<file path="src/inc/sam_map.vh">
`ifndef SAM_MAP_VH
`define SAM_MAP_VH
// ----------------------------------------
// register word addresses
// ----------------------------------------
`define SAM_ADDR_MUTE      16'hf580
`define SAM_ADDR_RATIO     16'hf582
`define SAM_ADDR_RAMP_OVR  16'hf590
`define SAM_ADDR_RAMP_CH   16'hf591
`define SAM_ADDR_ADC       16'hf5a0
`define SAM_ADDR_ALT_PIN   16'hf5f0
// ----------------------------------------
// field positions and reset values
// ----------------------------------------
`define SAM_OVR_EN_BIT     11
`define SAM_RAMP_MSB       10
`define SAM_MUTE_DIS0_BIT  8
`define SAM_MUTE_DIS1_BIT  9
`define SAM_RST_RAMP       11'h7ff
`define SAM_RST_ZERO       16'h0000
`define SAM_ADC_MSB        9
`define SAM_RST_ADC        10'h000
`define SAM_ALT_EN_BIT     0
`define SAM_WORD_BITS      16
`endif

</file>
<file path="src/verilog/sam_regs.v">
// The address-and-strobe port was left to the implementer.
`timescale 1ns/1ps
`default_nettype none
`include "sam_map.vh"

module sam_regs #(
  parameter NUM_CONV = 8,
  parameter NUM_ADC  = 6
) (
  input  wire                     clk,
  input  wire                     resetn,
  input  wire [15:0]              reg_addr,
  input  wire [15:0]              reg_wdata,
  input  wire                     reg_wr,
  input  wire                     reg_rd,
  output reg  [15:0]              reg_rdata,
  input  wire [NUM_CONV*16-1:0]   ratio_in,
  input  wire                     ratio_valid,
  input  wire                     frame_tick,
  input  wire [NUM_ADC*10-1:0]    adc_in,
  output wire [NUM_CONV-1:0]      conv_mute,
  output wire [NUM_CONV*11-1:0]   ramp_limit,
  input  wire                     mst_scl_out,
  input  wire                     mst_scl_oe,
  input  wire                     mst_sda_out,
  input  wire                     mst_sda_oe,
  output wire                     default_pin_a_out,
  output wire                     default_pin_a_oe,
  output wire                     default_pin_b_out,
  output wire                     default_pin_b_oe,
  output wire                     alt_pin_a_out,
  output wire                     alt_pin_a_oe,
  output wire                     alt_pin_b_out,
  output wire                     alt_pin_b_oe
);

  // ----------------------------------------
  // storage
  // ----------------------------------------
  // word map seen from the control port:
  //   mute control         one word, manual mutes and block disables
  //   rate ratios          NUM_CONV words, loaded from the converter side only
  //   ramp override        one word, enable and global value
  //   channel ramp limits  NUM_CONV words, software side
  //   aux adc results      NUM_ADC words, refreshed on the frame tick
  //   master pin route     one word, bit 0 only
  //   anything else reads zero and ignores writes

  reg  [NUM_CONV-1:0] manual_mute_reg;
  reg  [1:0]          mute_disable_reg;
  reg                 override_en_reg;
  reg  [10:0]         override_ramp_limit_reg;
  reg                 alt_pin_route_enable_reg;
  wire [NUM_CONV-1:0] conv_block_disable;
  // per-channel words sit in holding registers further down
  wire [15:0]         ratio_reg [0:NUM_CONV-1];
  wire [10:0]         channel_ramp_limit_reg [0:NUM_CONV-1];
  wire [9:0]          adc_reg [0:NUM_ADC-1];
  // write and read hits, one per word
  wire                wr_mute_hit;
  wire                wr_ovr_hit;
  wire                wr_alt_pin_hit;
  wire [NUM_CONV-1:0] wr_ramp_ch_hit;
  wire                rd_mute_hit;
  wire                rd_ovr_hit;
  wire                rd_alt_pin_hit;
  wire [NUM_CONV-1:0] rd_ratio_hit;
  wire [NUM_CONV-1:0] rd_ramp_ch_hit;
  wire [NUM_ADC-1:0]  rd_adc_hit;
  // fixed-layout words as seen on a read
  wire [15:0]         mute_rd_word;
  wire [15:0]         ovr_rd_word;
  wire [15:0]         alt_pin_rd_word;
  reg  [15:0]         rdata_next;
  // loop index, used by the read multiplexer only
  integer             i;

  // ----------------------------------------
  // mute and ramp-limit outputs
  // ----------------------------------------
  genvar g;
  generate
    for (g = 0; g < NUM_CONV; g = g + 1) begin : g_conv
      // each group of four converters shares one disable bit
      assign conv_block_disable[g] = mute_disable_reg[g/4];
      // disable bit wins: the block never mutes at all
      assign conv_mute[g] = manual_mute_reg[g] & ~conv_block_disable[g];
      // override replaces every channel limit while enabled
      assign ramp_limit[g*11 +: 11] = override_en_reg ? override_ramp_limit_reg
                                                      : channel_ramp_limit_reg[g];
    end
  endgenerate

  // ----------------------------------------
  // master pin routing
  // ----------------------------------------
  // pin routing; the unselected pair is released (enable low)
  assign default_pin_a_out = mst_scl_out;
  assign default_pin_b_out = mst_sda_out;
  assign alt_pin_a_out     = mst_scl_out;
  assign alt_pin_b_out     = mst_sda_out;
  assign default_pin_a_oe  = mst_scl_oe & ~alt_pin_route_enable_reg;
  assign default_pin_b_oe  = mst_sda_oe & ~alt_pin_route_enable_reg;
  assign alt_pin_a_oe      = mst_scl_oe & alt_pin_route_enable_reg;
  assign alt_pin_b_oe      = mst_sda_oe & alt_pin_route_enable_reg;

  // ----------------------------------------
  // software writes and hardware updates
  // ----------------------------------------
  // write hits decoded once, so each register process stays small
  assign wr_mute_hit    = reg_wr & (reg_addr == `SAM_ADDR_MUTE);
  assign wr_ovr_hit     = reg_wr & (reg_addr == `SAM_ADDR_RAMP_OVR);
  assign wr_alt_pin_hit = reg_wr & (reg_addr == `SAM_ADDR_ALT_PIN);

  // ----------------------------------------
  // mute control
  // ----------------------------------------
  // manual mutes and the two block disables share one word
  always @(posedge clk or negedge resetn) begin
    if (!resetn) begin
      manual_mute_reg  <= {NUM_CONV{1'b0}};
      mute_disable_reg <= 2'b00;
    end else if (wr_mute_hit) begin
      manual_mute_reg  <= reg_wdata[NUM_CONV-1:0];
      mute_disable_reg <= {reg_wdata[`SAM_MUTE_DIS1_BIT], reg_wdata[`SAM_MUTE_DIS0_BIT]};
    end
  end

  // ----------------------------------------
  // ramp-limit override
  // ----------------------------------------
  // enable resets off while the value resets to its maximum
  always @(posedge clk or negedge resetn) begin
    if (!resetn) begin
      override_en_reg         <= 1'b0;
      override_ramp_limit_reg <= `SAM_RST_RAMP;
    end else if (wr_ovr_hit) begin
      override_en_reg         <= reg_wdata[`SAM_OVR_EN_BIT];
      override_ramp_limit_reg <= reg_wdata[`SAM_RAMP_MSB:0];
    end
  end

  // ----------------------------------------
  // master pin route bit
  // ----------------------------------------
  // reserved bits are never stored, so they always read zero
  always @(posedge clk or negedge resetn) begin
    if (!resetn)
      alt_pin_route_enable_reg <= 1'b0;
    else if (wr_alt_pin_hit)
      alt_pin_route_enable_reg <= reg_wdata[`SAM_ALT_EN_BIT];
  end

  // ----------------------------------------
  // per-channel holding registers
  // ----------------------------------------
  // channel limits load from software; status words load from hardware only, so software writes bounce off
  generate
    for (g = 0; g < NUM_CONV; g = g + 1) begin : g_conv_store
      // channel ramp-limit word write hit
      assign wr_ramp_ch_hit[g] = reg_wr & (reg_addr == `SAM_ADDR_RAMP_CH + g);

      // channel ramp limit, written by software
      sam_load_reg #(
        .WIDTH       (`SAM_RAMP_MSB + 1),
        .RESET_VALUE (`SAM_RST_RAMP)
      ) i_ramp_ch (
        .clk       (clk),
        .resetn    (resetn),
        .load      (wr_ramp_ch_hit[g]),
        .d         (reg_wdata[`SAM_RAMP_MSB:0]),
        .value_reg (channel_ramp_limit_reg[g])
      );

      // rate ratio, loaded from the converter side only
      sam_load_reg #(
        .WIDTH       (`SAM_WORD_BITS),
        .RESET_VALUE (`SAM_RST_ZERO)
      ) i_ratio (
        .clk       (clk),
        .resetn    (resetn),
        .load      (ratio_valid),
        .d         (ratio_in[g*16 +: 16]),
        .value_reg (ratio_reg[g])
      );
    end

    for (g = 0; g < NUM_ADC; g = g + 1) begin : g_adc_store
      // one refresh per frame tick, codes passed unscaled
      sam_load_reg #(
        .WIDTH       (`SAM_ADC_MSB + 1),
        .RESET_VALUE (`SAM_RST_ADC)
      ) i_adc (
        .clk       (clk),
        .resetn    (resetn),
        .load      (frame_tick),
        .d         (adc_in[g*10 +: 10]),
        .value_reg (adc_reg[g])
      );
    end

  endgenerate

  // ----------------------------------------
  // read decode
  // ----------------------------------------
  // read hits on the address alone; the strobe gates the output register
  assign rd_mute_hit    = (reg_addr == `SAM_ADDR_MUTE);
  assign rd_ovr_hit     = (reg_addr == `SAM_ADDR_RAMP_OVR);
  assign rd_alt_pin_hit = (reg_addr == `SAM_ADDR_ALT_PIN);
  generate
    // ratio and channel limit words, one hit each
    for (g = 0; g < NUM_CONV; g = g + 1) begin : g_conv_rd
      assign rd_ratio_hit[g]   = (reg_addr == `SAM_ADDR_RATIO + g);
      assign rd_ramp_ch_hit[g] = (reg_addr == `SAM_ADDR_RAMP_CH + g);
    end
    // adc result words
    for (g = 0; g < NUM_ADC; g = g + 1) begin : g_adc_rd
      assign rd_adc_hit[g] = (reg_addr == `SAM_ADDR_ADC + g);
    end
  endgenerate

  // ----------------------------------------
  // read word assembly
  // ----------------------------------------
  // fixed words padded to sixteen bits; unused bits read zero
  assign mute_rd_word    = {6'h00, mute_disable_reg, manual_mute_reg};
  assign ovr_rd_word     = {4'h0, override_en_reg, override_ramp_limit_reg};
  assign alt_pin_rd_word = {15'h0000, alt_pin_route_enable_reg};

  // ----------------------------------------
  // read multiplexer
  // ----------------------------------------
  // hits are disjoint; unmapped addresses fall through to zero
  always @* begin
    rdata_next = `SAM_RST_ZERO;
    if (rd_mute_hit)
      rdata_next = mute_rd_word;
    if (rd_ovr_hit)
      rdata_next = ovr_rd_word;
    if (rd_alt_pin_hit)
      rdata_next = alt_pin_rd_word;
    for (i = 0; i < NUM_CONV; i = i + 1) begin
      if (rd_ratio_hit[i])
        rdata_next = ratio_reg[i];
      if (rd_ramp_ch_hit[i])
        rdata_next = {5'h00, channel_ramp_limit_reg[i]};
    end
    for (i = 0; i < NUM_ADC; i = i + 1) begin
      if (rd_adc_hit[i])
        rdata_next = {6'h00, adc_reg[i]};
    end
  end

  // read data registered, valid only the cycle after the strobe
  always @(posedge clk or negedge resetn) begin
    if (!resetn) begin
      reg_rdata <= `SAM_RST_ZERO;
    end else if (reg_rd) begin
      reg_rdata <= rdata_next;
    end else begin
      reg_rdata <= `SAM_RST_ZERO;
    end
  end

endmodule // sam_regs

// ----------------------------------------
// loadable holding register
// ----------------------------------------
// one word that loads on a strobe and otherwise keeps its value
module sam_load_reg #(
  parameter             WIDTH       = 16,
  parameter [WIDTH-1:0] RESET_VALUE = {WIDTH{1'b0}}
) (
  input  wire             clk,
  input  wire             resetn,
  input  wire             load,
  input  wire [WIDTH-1:0] d,
  output reg  [WIDTH-1:0] value_reg
);

  // reset takes only the constant parameter, never a signal
  always @(posedge clk or negedge resetn) begin
    if (!resetn) begin
      value_reg <= RESET_VALUE;
    end else if (load) begin
      value_reg <= d;
    end
  end

endmodule // sam_load_reg
`default_nettype wire

</file>
<file path="config.mk">
export PLATFORM = sky130hd
export DESIGN_NAME = sam_regs
export DESIGN_NICKNAME = d
export VERILOG_FILES = /design/src/verilog/sam_regs.v
export VERILOG_INCLUDE_DIRS = /design/src /design/src/inc
export SDC_FILE = /design/constraint.sdc
export NUM_CORES = 1
export LEC_CHECK = 0
export BUFFER_PORTS_ARGS = -buffer_cell sky130_fd_sc_hd__buf_2
export CAP_MARGIN = 25
export CORE_MARGIN = 2
export CORE_UTILIZATION = 45
export DETAILED_ROUTE_END_ITERATION = 8
export GPL_TIMING_DRIVEN = 0
export HOLD_SLACK_MARGIN = 0.02
export PLACE_DENSITY = 0.68
export SYNTH_ARGS = -nofsm -noshare
export SYNTH_HDL_FRONTEND = slang
export SYNTH_SLANG_ARGS = --single-unit
</file>
<file path="constraint.sdc">
create_clock -name clk -period 4.3 [get_ports clk]
set_input_delay 0.86 -clock clk [delete_from_list [all_inputs] [get_ports clk]]
set_output_delay 0.86 -clock clk [all_outputs]
set_load 0.01 [all_outputs]
</file>
# Word-level counts from Yosys, hierarchy flattened
# Cells that the tools add are included.
# totals
regBits	315
inputBits	230
# op_classes
n_eq_ne	25
mux	34
bitwise	26
# ops
operator	n
== test 16 bit, second input constant	25
2-to-1 mux 16 bit	25
2-to-1 mux 11 bit	8
AND 1 bit	23
2-to-1 mux 10 bit	1
inverter 1 bit	3

# Depth between registers and ports, before layout
# Gate-level depths: netlist of the first run.
# logic_depth
ltp_word	27
mapped_depth	11
depth_no_buf	8

# Modules after synthesis
# Synthesis of the first run repeated with hierarchy kept, for this count alone.
# unflattened
cells_unflattened	1354
hier_area_um2	16618.4
# by_module_without_submodules
mod	n_inst	cells_each	area_each_um2
sam_regs	1	772	5260.0
sam_load_reg (g_conv_store[0].i_ratio ...)	8	34	649.4
sam_load_reg (g_conv_store[0].i_ramp_ch ...)	8	23	461.7
sam_load_reg (g_adc_store[0].i_adc ...)	6	21	411.6

# Worst setup path before layout of the first run
# OpenSTA, ideal clock, no wires.
# synth_timing
path_kind	input -> register
startpoint	input port reg_addr[0]
endpoint	register reg_rdata[6]
setup_time_ns	0.119
arrival_time_ns	2.937
t_required_ns	4.181
setup_slack_ns	1.244
stages	10
path_buffers	2
cell_sequence	buf_2 > or4b_4 > or4_1 > buf_2 > o221ai_1 > a31oi_1 > a2111oi_0 > nor4_1 > o21a_1 > o21a_1
# synth_via
elab_chain_len	27
word_cells_on_any_way	51
classes_between	eq/ne (25); mux (26)
# synth_lines
item	line_no	text
start: declaration	sam_regs.v:12	input wire [15:0] reg_addr,
== test 16 bit (no source line)	n/a	
2-to-1 mux 10 bit	sam_regs.v:237	if (rd_mute_hit)
2-to-1 mux 16 bit	sam_regs.v:239	if (rd_ovr_hit)
2-to-1 mux 16 bit	sam_regs.v:241	if (rd_alt_pin_hit)
2-to-1 mux 16 bit	sam_regs.v:244	if (rd_ratio_hit[i])
2-to-1 mux 16 bit	sam_regs.v:246	if (rd_ramp_ch_hit[i])
2-to-1 mux 16 bit	sam_regs.v:244	
2-to-1 mux 16 bit	sam_regs.v:246	
[7 not listed]	n/a	
2-to-1 mux 16 bit	sam_regs.v:246	
2-to-1 mux 16 bit	sam_regs.v:244	
2-to-1 mux 16 bit	sam_regs.v:246	
2-to-1 mux 16 bit	sam_regs.v:244	
2-to-1 mux 16 bit	sam_regs.v:246	
2-to-1 mux 16 bit (5 in a row)	sam_regs.v:250	if (rd_adc_hit[i])
2-to-1 mux 16 bit *	sam_regs.v:250	
2-to-1 mux 16 bit *	sam_regs.v:259	end else if (reg_rd) begin
end signal: assignment	sam_regs.v:258	reg_rdata <= `SAM_RST_ZERO;
end signal: assignment	sam_regs.v:260	reg_rdata <= rdata_next;
end signal: assignment	sam_regs.v:262	reg_rdata <= `SAM_RST_ZERO;
end: declaration	sam_regs.v:16	output reg [15:0] reg_rdata,
# Mark *: on every way between the ends. The rest lies on a longest branch, timed or not.
# A chain may end at the register's enable or synchronous reset.

# Final worst setup path of the first run
# layout_timing
startpoint	input port reg_addr[2]
endpoint	register reg_rdata[8]
# Same word-level chain as after synthesis.

==> results.cfg, run 1 <==
[critical_path]
worstPathCellList = buf_2 > clkbuf_1 > nand2b_1 > nor3_1 > and2_1 > buf_2 > buf_2 > a22o_1 > a2111oi_0 > nor4_1 > o21ai_0 > a211oi_1
critPathBufInv = 4
worstPathMaxFanout = 10
slowest_stage = nor3_1
crit-reg2reg-launch = override_ramp_limit_reg[8]$_DFFE_PN1P_
worstRegToRegCells = 6
cp_data_arrival_time_ns = 4.56
cp_top_family = simple AND/OR/NAND/NOR gates
crit_path_max_incr_delay_ns = 0.63
worstReg2RegEnd = reg_rdata[8]$_DFF_PN0_
criticalPathCategory = in -> reg
crit_required_ns = 4.65
crit_path_frequent_cell = buf_2
r2r_setup_slack_ns = 1.78
end_kind = flop
crit_path_start_kind = input port

[sta]
hold_ws_ns = 0.390
slew_headroom = 0.268
rsz0062_at_grt = false
report.final.slew_viol_count = 0
period_share = 0.979
tightestPinTransition_ns = 1.09
setup_violations = 0
hold_viol_final = 0
fmax_mhz = 238
period_needed_ns = 4.21
tns_ns = 0
finalClockSkew_ns = 0.0177

[cells_and_area]
regArea_mm2 = 0.00801
largest_reg_flops = 128
layoutNonFillerInstCount = 2157
fin_area_mm2 = 0.0188
multiInputGateArea_mm2 = 0.00663
syn2layout_area_growth_pct = 22.2
fillers = 2956
nets = 1911
drive_gt1_frac = 0.481

[detailed_routing]
routed_wl_um = 55500
antenna_left = 0
vias = 12900
via_per_inst = 5.98
drc_errors = 0
drtIter0Drc = 1086
drtPass1Iterations = 7
wl_per_cell_um = 25.7

[yosys]
synth-edff-count = 0
syn_nets = 1539
synth_seq_area_share = 0.522
ys_ff_latch = 315
synthesis.area_mm2 = 0.0153
synth_ff_type = dfrtp_1
synthCells = 1309
yosysWarnings = 0
async_flop_share = 1.00
syn-mean-instance-area_um2 = 11.7
yosysUniqueCellTypes = 64

[cts]
cts_tree = done
numCtsBuffers = 36
cts_buffer_depth = 3
htree_levels = 2
root_buffer = clkbuf_16
cts_sinks = 315
cts.clk_slew.worst_paths_ns = 0.06
clk_latency_ns = 0.53

[grt]
grt_util_all_layers = 0.307
grt_overflow = 0
antenna_found_initial = 5
grt_pass1_wl_um = 81300
grt_max_degree = 113
grt_pass1_vias = 12900

[die]
die_x_um = 189
row_count = 67
dieHeight_um = 189
coreArea_mm2 = 0.0335
fp.dieArea_mm2 = 0.0356
start_util = 0.457
ios = 350

[power]
powerDensity_mw_per_mm2 = 357
p_leak_nw = 8.25
ir_drop_mv = 0.243

[placed_design]
dpl.cell_count = 2091
dp_hpwl_um = 42600
gp_congestion = 0.978
io_buffers = 331
place_area_mm2 = 0.0176

[flow_run]
cap_viol_max_count = 0

[min_path]
min_path_type = in -> async

[run_status]
status = finished, final reports clean
-- worst max path at each step --
stage / start / to / slack [ns] / depth (start not counted)
after floorplan: reg_addr[0] / reg_rdata[6]$_DFF_PN0_ / 1.24 / 10
after global placement: resetn / g_conv_store[0].i_ratio.value_reg[2]$_DFFE_PN0P_ / -3.55 / 1
after detailed placement: reg_addr[2] / reg_rdata[8]$_DFF_PN0_ / -0.34 / 11
after CTS: reg_addr[2] / reg_rdata[8]$_DFF_PN0_ / 0.17 / 11
after global routing: reg_addr[2] / reg_rdata[8]$_DFF_PN0_ / 0.06 / 12
final: reg_addr[2] / reg_rdata[8]$_DFF_PN0_ / 0.09 / 12
-- power breakdown --
part	total (W)	internal (W)	switching, W
registers	0.00328	0.00315	0.000134
logic	0.000514	0.000261	0.000253
clock network	0.00290	0.00168	0.00122
total	0.00670	0.00509	0.00161
-- metal layers --
layer	up-vias	track usage	part of all wire
li1	5555	-	-
met1	6513	0.415	0.41
met2	695	0.480	0.45
met3	129	0.0590	0.089
met4	2	0.144	0.049
met5	-	0	0.00016
-- cells in the final DEF (no fill, tap or decap), drive strengths merged, types with 13 or more instances in the layout --
cell    instances
buf           362
mux2          299
dfrtp         216
clkbuf        118
o21ai         113
dfstp          99
inv            90
nand2          52
nor2           43
o22ai          28
o221ai         27
a21oi          25
nor3           20
a22o           18
a221oi         18
nand3          14
nor2b          13
nor4           13
-- kinds of logic after synthesis --
group | after synthesis | share of synthesized area
XOR/XNOR | 1 | 0.000571
flip-flops | 315 | 0.522
multiplexers | 301 | 0.221
AND/OR/NAND/NOR | 206 | 0.0758
buffers and inverters | 182 | 0.0470
AO/OA/AOI/OAI | 304 | 0.134
-- cells in the mapped netlist (14+ instances only) --
master	number	area [µm²]
a21oi_1	25	125
a221oi_1	18	158
a22o_1	18	158
clkbuf_1	64	240
dfrtp_1	216	5410
dfstp_2	99	2600
inv_1	90	338
mux2_2	299	3370
nand2_1	52	195
nand3_1	14	70.1
nor2_1	43	161
nor3_1	18	90.1
o21ai_0	109	546
o221ai_1	27	236
o22ai_1	28	175
-- per-stage QoR --
| step | setup WS [ns] | util | total power, W |
|---|---|---|---|
| after floorplan | 1.24 | - | 0.00354 |
| after global placement | -3.55 | 0.524 | 0.00381 |
| after detailed placement | -0.337 | 0.526 | 0.00384 |
| after CTS | 0.168 | 0.558 | 0.00673 |
| after global routing | 0.0634 | 0.559 | 0.00692 |
| final | 0.0903 | 0.559 | 0.00670 |
-- layout make-up --
cell class / count / share of cell area
clock buffers: 54 / 0.0560
inverters: 90 / 0.0180
clock inverters: 7 / 0.00220
well taps: 448 / 0.0299
flip-flops and latches: 315 / 0.427
repair buffers: 334 / 0.0922
multi-input cells: 812 / 0.354
plain buffers: 92 / 0.0204
diodes: 5 / 0.000667
-- what timing repair did --
item | CTS | global route
endpoints found under the setup margin | 0 | 3
hold buffers | 0 | 0
buffers inserted | 0 | 0
gates resized for setup | 0 | 2
Power figures use the tool's default switching activity.
==> inputs of run 2 (changes only) <==
- CORE_ASPECT_RATIO: unset -> 0.6
- GPL_TIMING_DRIVEN: 0 -> unset
==> run 2 against run 1 <==
  * First-iteration DRC count fell by 1.2%
  * Routed wire length shrank 8.7%
  * Sequential share of layout area is 0.14 points higher
  * Global-route usage is 2.6 points lower
  * Clock power shrank 2%
  * Die area rose by 0.14%
  * Setup slack better by 0.81 ns
  * Register-to-register slack better by 0.28 ns
  * Sequential power barely moved
  * Critical endpoint is now ramp_limit[24]
  * Largest cell class unchanged
  * Largest power group unchanged
==> results.cfg, run 2 (synthesis gave the netlist of run 1 again) <==
[run_status]
status = finished, final reports clean

[die]
fp.dieArea_mm2 = 0.0356
ios = 350
row_count = 52
die_x_um = 242
dieHeight_um = 147
start_util = 0.456
coreArea_mm2 = 0.0336

[cells_and_area]
most-common-layout-cells = 337 x buf_2, 299 x mux2_2, 215 x dfrtp_1
fin_area_mm2 = 0.0187
nets = 1863
drive_gt1_frac = 0.518
syn2layout_area_growth_pct = 21.9
final_common_cell = buf_2
largest_reg_flops = 128
fillers = 2906

[placed_design]
dp_hpwl_um = 38700
gp_congestion = 1.00
io_buffers = 339
place_area_mm2 = 0.0176

[sta]
fmax_mhz = 294
slew_headroom = 0.392
period_needed_ns = 3.40
hold_viol_final = 0
tns_ns = 0
finalClockSkew_ns = 0.0108
tightestPinTransition_ns = 0.903
rsz0062_at_grt = false
period_share = 0.790
hold_ws_ns = 0.275
report.final.slew_viol_count = 0
setup_violations = 0

[grt]
antenna_found_initial = 3
grt_overflow = 0
grt_max_degree = 96
grt_pass1_wl_um = 76200
grt_pass1_vias = 12500
grt_util_all_layers = 0.281

[power]
ir_drop_mv = 0.293
p_leak_nw = 8.32
powerDensity_mw_per_mm2 = 354

[critical_path]
worstRegToRegCells = 8
crit-reg2reg-launch = g_conv_store[0].i_ratio.value_reg[0]$_DFFE_PN0P_
crit_path_start_kind = flop
worstPathMaxFanout = 51
worstReg2RegEnd = reg_rdata[0]$_DFF_PN0_
cp_data_arrival_time_ns = 2.54
criticalPathCategory = reg -> out
end_kind = primary output
r2r_setup_slack_ns = 2.06
crit_required_ns = 3.44

[cts]
cts_sinks = 315
clk_latency_ns = 0.58
ctsHoldBuffers = 0
cts.clk_slew.worst_paths_ns = 0.06
cts-resized-gates = 0
htree_levels = 1
cts_setup_buffers = 0
cts_buffer_depth = 3
cts_tree = done
root_buffer = clkbuf_16
numCtsBuffers = 30

[detailed_routing]
drtIter0Drc = 1073
antenna_left = 0
drtPass1Iterations = 6
vias = 12400
routed_wl_um = 50700
via_per_inst = 5.85
wl_per_cell_um = 23.9
drc_errors = 0

[flow_run]
cap_viol_max_count = 0

[min_path]
min_path_type = in -> async
==> run 2: cell count changes in the layout (fill, tap and decap cells not counted), moves of 3 or more <==
cell       before  now
buf_1          13    0
buf_12          0    3
buf_4           6   43
bufinv_16       0    4
clkbuf_1       75    1
clkbuf_16      37   31
clkinv_2        4    8
diode_2         5    2
==> run 2: worst max-delay path by stage <==
stage | end | cells after the start | slack, ns | from
after floorplan | reg_rdata[6]$_DFF_PN0_ | 10 | 1.24 | reg_addr[0]
after global routing | ramp_limit[24] | 3 | 0.74 | override_en_reg$_DFFE_PN0P_
after detailed placement | reg_rdata[3]$_DFF_PN0_ | 10 | 0.45 | reg_addr[5]
after CTS | ramp_limit[24] | 3 | 0.91 | override_en_reg$_DFFE_PN0P_
final | ramp_limit[24] | 3 | 0.90 | override_en_reg$_DFFE_PN0P_
after global placement | reg_rdata[1]$_DFF_PN0_ | 10 | 0.48 | reg_addr[5]
==> run 2: power by group <==
group,internal (W),switching [W]
registers,0.00315,0.000127
logic,0.000260,0.000234
clock network,0.00165,0.00121
total,0.00505,0.00157
==> run 2: through the flow <==
step | setup slack (ns) | utilization | std cells | power [W]
after floorplan | 1.24 | - | 1309 | 0.00354
after global placement | 0.479 | 0.524 | 2060 | 0.00380
after detailed placement | 0.450 | 0.524 | 2060 | 0.00382
after CTS | 0.913 | 0.556 | 2116 | 0.00667
after global routing | 0.743 | 0.556 | 2118 | 0.00686
final | 0.901 | 0.556 | 2118 | 0.00662
==> run 2: final cells by class <==
cell class,instances,area (µm²),share of cell area
antenna,2,5.00,0.000268
timing repair buffer,384,2080,0.112
multi-input combinational,812,6620,0.354
inverter,90,338,0.0181
clock inverter,19,215,0.0115
tap,459,574,0.0307
clock buffer,37,848,0.0454
sequential,315,8010,0.428
==> run 2: worst max-delay path, cell delays in order (launching register included) <==
cell and delay (ns):
dfrtp_2 0.95, nand2_1 0.49, o21ai_0 0.31, buf_2 0.21
==> run 2: per-layer routing <==
layer,routed length (µm),part of all wire,global-route usage
met1,23200,0.46,0.408
met2,22000,0.43,0.425
met5,9,0.00018,0
met4,1580,0.031,0.0796
met3,3950,0.078,0.0614
